### config.mk
export PLATFORM = sky130hd
export DESIGN_NAME = rcsf_top
export DESIGN_NICKNAME = d
export VERILOG_FILES = /design/src/rcsf_fifo.v /design/src/rcsf_parser.v /design/src/rcsf_top.v
export VERILOG_INCLUDE_DIRS = /design/src
export SDC_FILE = /design/constraint.sdc
export NUM_CORES = 1
export LEC_CHECK = 0
export BUFFER_PORTS_ARGS = -buffer_cell sky130_fd_sc_hd__buf_2
export CORE_MARGIN = 4
export CORE_UTILIZATION = 49
export DETAILED_ROUTE_END_ITERATION = 8
export PLACE_DENSITY = 0.67
export SKIP_CTS_REPAIR_TIMING = 1
export SKIP_LAST_GASP = 1
export SYNTH_ARGS = -nofsm -noshare
export SYNTH_HDL_FRONTEND = slang
export SYNTH_SLANG_ARGS = --single-unit
export TNS_END_PERCENT = 30
### constraint.sdc
create_clock -name clk -period 5.2 [get_ports clk]
set_clock_uncertainty 0.2 [all_clocks]
set_input_delay 0.52 -clock clk [delete_from_list [all_inputs] [get_ports clk]]
set_output_delay 0.52 -clock clk [all_outputs]
set_load 0.1 [all_outputs]
### src/rcsf_consts.vh
`ifndef RCSF_CONSTS_VH
`define RCSF_CONSTS_VH

`define RCSF_START_BYTE      8'h7E
`define RCSF_TYPE_REMOTE_CMD 8'h17
`define RCSF_TYPE_STATUS     8'h8A
`define RCSF_TYPE_TX_RESULT  8'h8B
`define RCSF_TYPE_TX_REQ_A   8'h10
`define RCSF_TYPE_TX_REQ_B   8'h11
`define RCSF_CSUM_BASE       8'hFF
`define RCSF_RESERVED_HI     8'hFF
`define RCSF_RESERVED_LO     8'hFE
`define RCSF_OPT_APPLY       8'h02
`define RCSF_EVT_HW_RESET    8'h00
`define RCSF_EVT_WDT_RESET   8'h01
`define RCSF_EVT_NET_WAKE    8'h0B
`define RCSF_EVT_NET_SLEEP   8'h0C
`define RCSF_DISC_NONE       8'h00
`define RCSF_DISC_ROUTE      8'h02
`define RCSF_LEN_STATUS      8'h02
`define RCSF_LEN_TX_RESULT   8'h07
`define RCSF_OFS_FRAME_ID    8'h04
`define RCSF_OFS_ADDR_FIRST  8'h05
`define RCSF_OFS_ADDR_LAST   8'h0C
`define RCSF_OFS_RSVD_HI     8'h0D
`define RCSF_OFS_RSVD_LO     8'h0E
`define RCSF_OFS_OPTIONS     8'h0F
`define RCSF_OFS_CMD_HI      8'h10
`define RCSF_OFS_CMD_LO      8'h11
`define RCSF_OFS_PARAM       8'h12
`define RCSF_MAX_PARAM       16

`endif

### src/rcsf_fifo.v
`timescale 1ns/1ps
module rcsf_fifo #(
    parameter WIDTH = 8,
    parameter DEPTH = 16,
    parameter AW    = 4
) (
    input  wire             clk,
    input  wire             nrst,
    input  wire [WIDTH-1:0] in_data,
    input  wire             in_valid,
    output wire             in_ready,
    output wire [WIDTH-1:0] out_data,
    output wire             out_valid,
    input  wire             out_ready
);
    reg [WIDTH-1:0] mem [0:DEPTH-1];
    reg [AW-1:0]    wp_q;
    reg [AW-1:0]    rp_q;
    reg [AW:0]      cnt_q;
    wire            push;
    wire            pop;

    assign in_ready  = (cnt_q != DEPTH[AW:0]);
    assign out_valid = (cnt_q != {(AW+1){1'b0}});
    assign out_data  = mem[rp_q];
    assign push      = in_valid && in_ready;
    assign pop       = out_valid && out_ready;

    always @(posedge clk) begin
        if (push) begin
            mem[wp_q] <= in_data;
        end
    end

    always @(posedge clk or negedge nrst) begin
        if (!nrst) begin
            wp_q  <= {AW{1'b0}};
            rp_q  <= {AW{1'b0}};
            cnt_q <= {(AW+1){1'b0}};
        end else begin
            if (push) begin
                wp_q <= wp_q + 1'b1;
            end
            if (pop) begin
                rp_q <= rp_q + 1'b1;
            end
            if (push && !pop) begin
                cnt_q <= cnt_q + 1'b1;
            end else if (pop && !push) begin
                cnt_q <= cnt_q - 1'b1;
            end
        end
    end
endmodule // rcsf_fifo

### src/rcsf_parser.v
`timescale 1ns/1ps
`include "rcsf_consts.vh"
module rcsf_parser #(
    parameter MAX_PARAM = `RCSF_MAX_PARAM
) (
    input  wire        clk,
    input  wire        nrst,
    input  wire [7:0]  rx_data,
    input  wire        rx_valid,
    output wire        rx_ready,
    output reg         cmd_valid,
    output reg  [7:0]  cmd_frame_id,
    output reg  [63:0] cmd_addr,
    output reg         cmd_broadcast,
    output reg         cmd_apply,
    output reg  [15:0] cmd_name,
    output reg  [7:0]  cmd_param_len,
    output reg  [7:0]  cmd_param_byte0,
    output reg         cmd_query,
    output reg         txreq_valid,
    output reg  [7:0]  txreq_frame_id,
    output reg         bad_frame
);
    localparam S_IDLE = 3'd0;
    localparam S_LENH = 3'd1;
    localparam S_LENL = 3'd2;
    localparam S_BODY = 3'd3;
    localparam S_CSUM = 3'd4;

    reg [2:0]  st_q;
    reg [15:0] len_q;
    reg [15:0] idx_q;
    reg [7:0]  sum_q;
    reg [7:0]  type_q;
    reg [7:0]  fid_q;
    reg [63:0] addr_q;
    reg [7:0]  opt_q;
    reg [15:0] name_q;
    reg [7:0]  p0_q;
    wire [7:0] ofs;

    assign rx_ready = 1'b1;
    assign ofs      = (idx_q[15:8] != 8'h00) ? 8'hFF : idx_q[7:0] + 8'h03;

    always @(posedge clk or negedge nrst) begin
        if (!nrst) begin
            st_q            <= S_IDLE;
            len_q           <= 16'h0000;
            idx_q           <= 16'h0000;
            sum_q           <= 8'h00;
            type_q          <= 8'h00;
            fid_q           <= 8'h00;
            addr_q          <= 64'h0;
            opt_q           <= 8'h00;
            name_q          <= 16'h0000;
            p0_q            <= 8'h00;
            cmd_valid       <= 1'b0;
            cmd_frame_id    <= 8'h00;
            cmd_addr        <= 64'h0;
            cmd_broadcast   <= 1'b0;
            cmd_apply       <= 1'b0;
            cmd_name        <= 16'h0000;
            cmd_param_len   <= 8'h00;
            cmd_param_byte0 <= 8'h00;
            cmd_query       <= 1'b0;
            txreq_valid     <= 1'b0;
            txreq_frame_id  <= 8'h00;
            bad_frame       <= 1'b0;
        end else begin
            cmd_valid   <= 1'b0;
            txreq_valid <= 1'b0;
            bad_frame   <= 1'b0;
            if (rx_valid) begin
                case (st_q)
                    S_IDLE: begin
                        if (rx_data == `RCSF_START_BYTE) begin
                            st_q <= S_LENH;
                        end
                    end
                    S_LENH: begin
                        len_q[15:8] <= rx_data;
                        st_q        <= S_LENL;
                    end
                    S_LENL: begin
                        len_q[7:0] <= rx_data;
                        idx_q      <= 16'h0000;
                        sum_q      <= 8'h00;
                        if ({len_q[15:8], rx_data} == 16'h0000) begin
                            st_q <= S_IDLE;
                        end else begin
                            st_q <= S_BODY;
                        end
                    end
                    S_BODY: begin
                        sum_q <= sum_q + rx_data;
                        idx_q <= idx_q + 16'h0001;
                        if (idx_q == 16'h0000) begin
                            type_q <= rx_data;
                        end
                        if (ofs == `RCSF_OFS_FRAME_ID) begin
                            fid_q <= rx_data;
                        end
                        if (ofs >= `RCSF_OFS_ADDR_FIRST &&
                            ofs <= `RCSF_OFS_ADDR_LAST) begin
                            addr_q <= {addr_q[55:0], rx_data};
                        end
                        if (ofs == `RCSF_OFS_OPTIONS) begin
                            opt_q <= rx_data;
                        end
                        if (ofs == `RCSF_OFS_CMD_HI) begin
                            name_q[15:8] <= rx_data;
                        end
                        if (ofs == `RCSF_OFS_CMD_LO) begin
                            name_q[7:0] <= rx_data;
                        end
                        if (ofs == `RCSF_OFS_PARAM) begin
                            p0_q <= rx_data;
                        end
                        if (idx_q + 16'h0001 == len_q) begin
                            st_q <= S_CSUM;
                        end
                    end
                    S_CSUM: begin
                        st_q <= S_IDLE;
                        // Bad checksum drops the frame and pulses bad_frame
                        if (rx_data == `RCSF_CSUM_BASE - sum_q) begin
                            if (type_q == `RCSF_TYPE_REMOTE_CMD &&
                                len_q >= 16'h000F) begin
                                cmd_valid     <= 1'b1;
                                cmd_frame_id  <= fid_q;
                                cmd_addr      <= addr_q;
                                cmd_broadcast <= (addr_q[15:0] == 16'hFFFF);
                                cmd_apply     <= opt_q[1];
                                cmd_name      <= name_q;
                                cmd_param_len <= (len_q > MAX_PARAM + 8'h0F) ?
                                    MAX_PARAM[7:0] : len_q[7:0] - 8'h0F;
                                cmd_param_byte0 <= p0_q;
                                cmd_query     <= (len_q == 16'h000F);
                            end
                            if ((type_q == `RCSF_TYPE_TX_REQ_A ||
                                 type_q == `RCSF_TYPE_TX_REQ_B) &&
                                len_q >= 16'h0002) begin
                                txreq_valid    <= 1'b1;
                                txreq_frame_id <= fid_q;
                            end
                        end else begin
                            bad_frame <= 1'b1;
                        end
                    end
                    default: begin
                        st_q <= S_IDLE;
                    end
                endcase
            end
        end
    end
endmodule // rcsf_parser

### src/rcsf_top.v
`timescale 1ns/1ps
`include "rcsf_consts.vh"
module rcsf_top #(
    parameter FIFO_DEPTH = 16,
    parameter FIFO_AW    = 4,
    parameter MAX_PARAM  = `RCSF_MAX_PARAM
) (
    input  wire        clk,
    input  wire        nrst,
    input  wire [7:0]  rx_data,
    input  wire        rx_valid,
    output wire        rx_ready,
    output wire [7:0]  tx_data,
    output wire        tx_valid,
    input  wire        tx_ready,
    input  wire        evt_wdt_reset,
    input  wire        evt_net_wake,
    input  wire        evt_net_sleep,
    input  wire        tx_done,
    input  wire [7:0]  tx_done_retries,
    input  wire [7:0]  tx_done_delivery,
    input  wire        tx_done_discovery,
    output wire        cmd_valid,
    output wire [7:0]  cmd_frame_id,
    output wire [63:0] cmd_addr,
    output wire        cmd_broadcast,
    output wire        cmd_apply,
    output wire [15:0] cmd_name,
    output wire [7:0]  cmd_param_len,
    output wire [7:0]  cmd_param_byte0,
    output wire        cmd_query,
    output wire        cmd_respond,
    output wire        txreq_valid,
    output wire [7:0]  txreq_frame_id,
    output wire        bad_frame,
    output wire        tx_busy
);
    localparam G_IDLE = 2'd0;
    localparam G_SEND = 2'd1;

    reg [1:0]  gst_q;
    reg [3:0]  idx_q;
    reg [3:0]  last_q;
    reg [7:0]  sum_q;
    reg [7:0]  kind_q;
    reg [7:0]  b4_q;
    reg [7:0]  b7_q;
    reg [7:0]  b8_q;
    reg [7:0]  b9_q;
    reg        pend_boot_q;
    reg        pend_wdt_q;
    reg        pend_wake_q;
    reg        pend_sleep_q;
    reg        pend_res_q;
    reg [7:0]  res_id_q;
    reg [7:0]  res_try_q;
    reg [7:0]  res_del_q;
    reg        res_disc_q;
    reg [7:0]  cur_id_q;
    reg [7:0]  gen_byte;
    wire       f_ready;
    wire       f_push;
    wire       status_pend;

    rcsf_parser #(
        .MAX_PARAM (MAX_PARAM)
    ) u_parser (
        .clk             (clk),
        .nrst            (nrst),
        .rx_data         (rx_data),
        .rx_valid        (rx_valid),
        .rx_ready        (rx_ready),
        .cmd_valid       (cmd_valid),
        .cmd_frame_id    (cmd_frame_id),
        .cmd_addr        (cmd_addr),
        .cmd_broadcast   (cmd_broadcast),
        .cmd_apply       (cmd_apply),
        .cmd_name        (cmd_name),
        .cmd_param_len   (cmd_param_len),
        .cmd_param_byte0 (cmd_param_byte0),
        .cmd_query       (cmd_query),
        .txreq_valid     (txreq_valid),
        .txreq_frame_id  (txreq_frame_id),
        .bad_frame       (bad_frame)
    );

    // Remote side must not answer requests with zero identifier
    assign cmd_respond = (cmd_frame_id != 8'h00);

    rcsf_fifo #(
        .WIDTH (8),
        .DEPTH (FIFO_DEPTH),
        .AW    (FIFO_AW)
    ) u_fifo (
        .clk       (clk),
        .nrst      (nrst),
        .in_data   (gen_byte),
        .in_valid  (f_push),
        .in_ready  (f_ready),
        .out_data  (tx_data),
        .out_valid (tx_valid),
        .out_ready (tx_ready)
    );

    assign f_push      = (gst_q == G_SEND);
    assign tx_busy     = (gst_q == G_SEND);
    assign status_pend = pend_boot_q | pend_wdt_q | pend_wake_q |
                         pend_sleep_q;

    // Frame byte by position; checksum computed on the fly
    always @* begin
        gen_byte = 8'h00;
        case (idx_q)
            4'd0: gen_byte = `RCSF_START_BYTE;
            4'd1: gen_byte = 8'h00;
            4'd2: gen_byte = (kind_q == `RCSF_TYPE_STATUS) ?
                             `RCSF_LEN_STATUS : `RCSF_LEN_TX_RESULT;
            4'd3: gen_byte = kind_q;
            4'd4: gen_byte = b4_q;
            4'd5: gen_byte = `RCSF_RESERVED_HI;
            4'd6: gen_byte = `RCSF_RESERVED_LO;
            4'd7: gen_byte = b7_q;
            4'd8: gen_byte = b8_q;
            4'd9: gen_byte = b9_q;
            default: gen_byte = 8'h00;
        endcase
        if (idx_q == last_q) begin
            gen_byte = `RCSF_CSUM_BASE - sum_q;
        end
    end

    always @(posedge clk or negedge nrst) begin
        if (!nrst) begin
            gst_q        <= G_IDLE;
            idx_q        <= 4'd0;
            last_q       <= 4'd0;
            sum_q        <= 8'h00;
            kind_q       <= 8'h00;
            b4_q         <= 8'h00;
            b7_q         <= 8'h00;
            b8_q         <= 8'h00;
            b9_q         <= 8'h00;
            pend_boot_q  <= 1'b1;
            pend_wdt_q   <= 1'b0;
            pend_wake_q  <= 1'b0;
            pend_sleep_q <= 1'b0;
            pend_res_q   <= 1'b0;
            res_id_q     <= 8'h00;
            res_try_q    <= 8'h00;
            res_del_q    <= 8'h00;
            res_disc_q   <= 1'b0;
            cur_id_q     <= 8'h00;
        end else begin
            if (txreq_valid) begin
                cur_id_q <= txreq_frame_id;
            end
            // Single result slot; a newer completion overwrites it
            if (tx_done && cur_id_q != 8'h00) begin
                pend_res_q <= 1'b1;
                res_id_q   <= cur_id_q;
                res_try_q  <= tx_done_retries;
                res_del_q  <= tx_done_delivery;
                res_disc_q <= tx_done_discovery;
            end
            case (gst_q)
                G_IDLE: begin
                    idx_q <= 4'd0;
                    sum_q <= 8'h00;
                    if (status_pend) begin
                        gst_q  <= G_SEND;
                        kind_q <= `RCSF_TYPE_STATUS;
                        last_q <= 4'd5;
                        if (pend_boot_q) begin
                            b4_q        <= `RCSF_EVT_HW_RESET;
                            pend_boot_q <= 1'b0;
                        end else if (pend_wdt_q) begin
                            b4_q       <= `RCSF_EVT_WDT_RESET;
                            pend_wdt_q <= 1'b0;
                        end else if (pend_wake_q) begin
                            b4_q        <= `RCSF_EVT_NET_WAKE;
                            pend_wake_q <= 1'b0;
                        end else begin
                            b4_q         <= `RCSF_EVT_NET_SLEEP;
                            pend_sleep_q <= 1'b0;
                        end
                    end else if (pend_res_q && !tx_done) begin
                        gst_q      <= G_SEND;
                        kind_q     <= `RCSF_TYPE_TX_RESULT;
                        last_q     <= 4'd10;
                        b4_q       <= res_id_q;
                        b7_q       <= res_try_q;
                        b8_q       <= res_del_q;
                        b9_q       <= res_disc_q ? `RCSF_DISC_ROUTE :
                                      `RCSF_DISC_NONE;
                        pend_res_q <= 1'b0;
                    end
                end
                G_SEND: begin
                    // Stalls while the FIFO is full
                    if (f_ready) begin
                        if (idx_q >= 4'd3) begin
                            sum_q <= sum_q + gen_byte;
                        end
                        if (idx_q == last_q) begin
                            gst_q <= G_IDLE;
                        end else begin
                            idx_q <= idx_q + 4'd1;
                        end
                    end
                end
                default: begin
                    gst_q <= G_IDLE;
                end
            endcase
            // Set wins over clear when an event hits the same cycle
            if (evt_wdt_reset) begin
                pend_wdt_q <= 1'b1;
            end
            if (evt_net_wake) begin
                pend_wake_q <= 1'b1;
            end
            if (evt_net_sleep) begin
                pend_sleep_q <= 1'b1;
            end
        end
    end
endmodule // rcsf_top

==> impl_metrics.yaml <==
timing:
  grt_setup_unrepaired: "no"
  setup_viol: 0
  hold_viol_final: 0
  fmax_mhz: 222
  worst_slack_ns: 0.686
  timing.final.crit_share_pct: 86.8
  final-max-slew-violation-count: 0
  finalCriticalPeriod_ns: 4.51
  fin_tns_setup_ns: 0
  holdWs_ns: 0.0510
  maxSlewHeadroom_pct: 15.6
  tightest_slew_ns: 1.27
logic_synthesis:
  synth-async-reset-ratio_pct: 73.7
  ys_ff_latch: 486
  netlist_instances: 1722
  synth_nets: 1790
  yosysUniqueCellTypes: 74
  synth.avg_cell_area_um2: 12.1
  yosysWarnings: 0
  ys_seq_area_share_pct: 61.3
  ys.flop_type: "dfrtp_1"
  synth_edf_count: 128
  netlist_area_um2: 20900
drt:
  vias: 13503
  finalWirelength_um: 48500
  firstDrtPassIters: 5
  viasPerCell: 5.47
  first_iter_violations: 1077
  drtAntennaViolNets: 0
  wl_per_cell_um: 19.7
  drc_errors: 0
final_layout:
  synthToLayoutAreaGrowth_pct: 16.2
  n_fill_cell: 3432
  mostFrequentLayoutCells: "nand2_1, dfrtp_1, buf_2, edfxtp_1, mux2_2"
  drive_gt1_share_pct: 22.4
  final_common_cell: "nand2_1"
  n_antenna_cell: 0
  nets: 1954
clock_network:
  path_clk_slew_ns: 0.06
  cts_num_sinks: 486
  cts-root-buf: "clkbuf_16"
  cts.htree.levels: 2
  clock_path_buffers: 3
  clk-insertion-delay-late_ns: 0.60
  cts_buffers: 51
  cts_tree: "built"
flow_run:
  drv_cap: 0
placement:
  dpl_worst_slack_ns: 0.748
  dpl.hpwl_um: 31600
  gp_congestion: 0.913
  io_buffers: 161
floorplanning:
  dieWidth_um: 214
  core_area_um2: 42000
  num_io_pins: 163
  die_h_um: 214
  die-area_um2: 46000
  num_rows: 75
  start_util_pct: 49.6
global_routing:
  grtUsageTotal_pct: 21.2
  met3_usage_pct: 4.27
  gr-usage-met2_pct: 34.7
  grt_pass1_vias: 13731
  grt-ovfl-total: 0
  grt_antenna_before_repair: 0
  top_usage_layer: "met2"
  grt_max_degree: 156
  grt_util_met1_pct: 29.1
  grt_pass1_wl_um: 78400
critical_path:
  cp_cell_sequence: "inv_1, ha_1, nand2b_1, a21oi_1, a2111oi_0, a21oi_1, ha_1, a21o_1, a21oi_1, o21ai_0, o41ai_1, xor2_1, o21ai_0"
  crit_path_frequent_cell: "a21oi_1"
  cp_max_fo: 18
  worstSetupStartpointType: "flip-flop"
  critPathTopFamily: "compound AO/OA/AOI/OAI gates"
  crit_slowest_cell: "a21oi_1"
  cp.arrival_ns: 4.78
  endpoint_kind: "flip-flop"
  path_buf_inv: 1
  cp.required_ns: 5.47
  critPathMaxStageDelay_ns: 1.01
  crit_type: "flip-flop to flip-flop"
power_and_ir_drop:
  total_power_mw: 12.4
  power_density_nw_per_um2: 513
  leakagePower_nw: 11.5
  ir_drop_mv: 0.411
run_status:
  status: "finished, final reports clean"
worst_hold_path:
  hold_path.class: "primary input to flip-flop"
==> final cells by class <==
cell class | count | area [um2] | share of cell area [%]
Clock inverter | 21 | 349 | 1.44
Tap cell | 539 | 674 | 2.78
Inverter | 22 | 82.6 | 0.341
Timing Repair Buffer | 205 | 1240 | 5.10
Clock buffer | 74 | 1460 | 6.03
Multi-Input combinational cell | 1120 | 7630 | 31.5
Sequential cell | 486 | 12800 | 52.8
==> through the flow <==
| step | instance area (um2) | std cells | util, % |
|---|---|---|---|
| floorplan | 20900 | 1722 | - |
| detailed placement | 22200 | 2351 | 52.9 |
| finish | 24200 | 2467 | 57.7 |
| global placement | 22200 | 2351 | 52.9 |
| global route | 24200 | 2467 | 57.7 |
| CTS | 24000 | 2446 | 57.2 |
==> routing by layer <==
metal | wire length (um) | share of wire (%)
met1 | 21200 | 44
met2 | 23400 | 48
met3 | 2780 | 5.7
met4 | 1030 | 2.1
met5 | 0 | 0
==> tightest hold or removal path: cells and delay by family <==
family / cells / cell delay [ns]
AND/OR/NAND/NOR: 2 / 0.11
buffers and inverters: 1 / 0.16
==> final timing paths <==
check                                   startpoint               endpoint  slack [ns]  cells after the start
worst max-delay path                      idx_q[0]               sum_q[7]        0.69                     13
worst min-delay path                       tx_done            res_id_q[0]        0.05                      3
worst max register to register            idx_q[0]               sum_q[7]        0.69                     13
worst min register to register  u_parser.name_q[7]   u_parser.cmd_name[7]        0.26                      2
max in group asynchronous                     nrst  u_parser.cmd_addr[16]        3.13                      3
min in group asynchronous                     nrst           res_try_q[6]        0.33                      2
==> Yosys cell counts, types with 5 or more instances <==
cell,number,area share (%)
a21o_1,14,0.50
a21oi_1,30,0.72
a22o_1,16,0.67
a32o_1,6,0.29
and2_1,8,0.24
buf_1,7,0.13
buf_2,16,0.38
clkbuf_1,64,1.2
dfrtp_1,357,43
edfxtp_1,128,18
ha_1,32,1.9
inv_1,19,0.34
mux2_1,49,2.6
mux2_2,89,4.8
mux2_4,8,0.58
mux2i_1,9,0.43
mux4_2,40,4.3
nand2_1,473,8.5
nand2b_1,15,0.45
nand3_1,18,0.43
nand4_1,17,0.51
nor2_1,49,0.88
nor2b_1,10,0.30
nor3_1,35,0.84
nor4_1,17,0.51
o21ai_0,52,1.2
o31ai_1,5,0.18
o41ai_1,5,0.21
or3_1,6,0.18
xnor2_1,38,1.6
xor2_1,17,0.71
==> flip-flops by register name, summed over array words and instances, names as in the netlist, 16 cells and up <==
| name | flops |
|---|---|
| u_parser.len_q | 16 |
| u_parser.idx_q | 16 |
| u_parser.cmd_addr | 64 |
| u_parser.addr_q | 64 |
| u_parser.cmd_name | 16 |
| u_parser.name_q | 16 |
| u_fifo.mem | 128 |
==> report_power, final <==
group | switching [mW] | internal [mW]
Sequential | 0.543 | 4.67
Combinational | 2.10 | 1.25
Clock | 1.52 | 2.36
Total | 4.16 | 8.28
==> kinds of logic after synthesis <==
group,synth area share [%]
DFF,61.3
and+or+nand+nor,14.3
other,0.0180
xor gates and xnor gates,2.31
AOI/OAI and AO/OA,4.81
buffers and inverters,2.27
muxes,12.8
adders and majority gates,2.21
No activity file was read; power rests on OpenSTA's default activity.
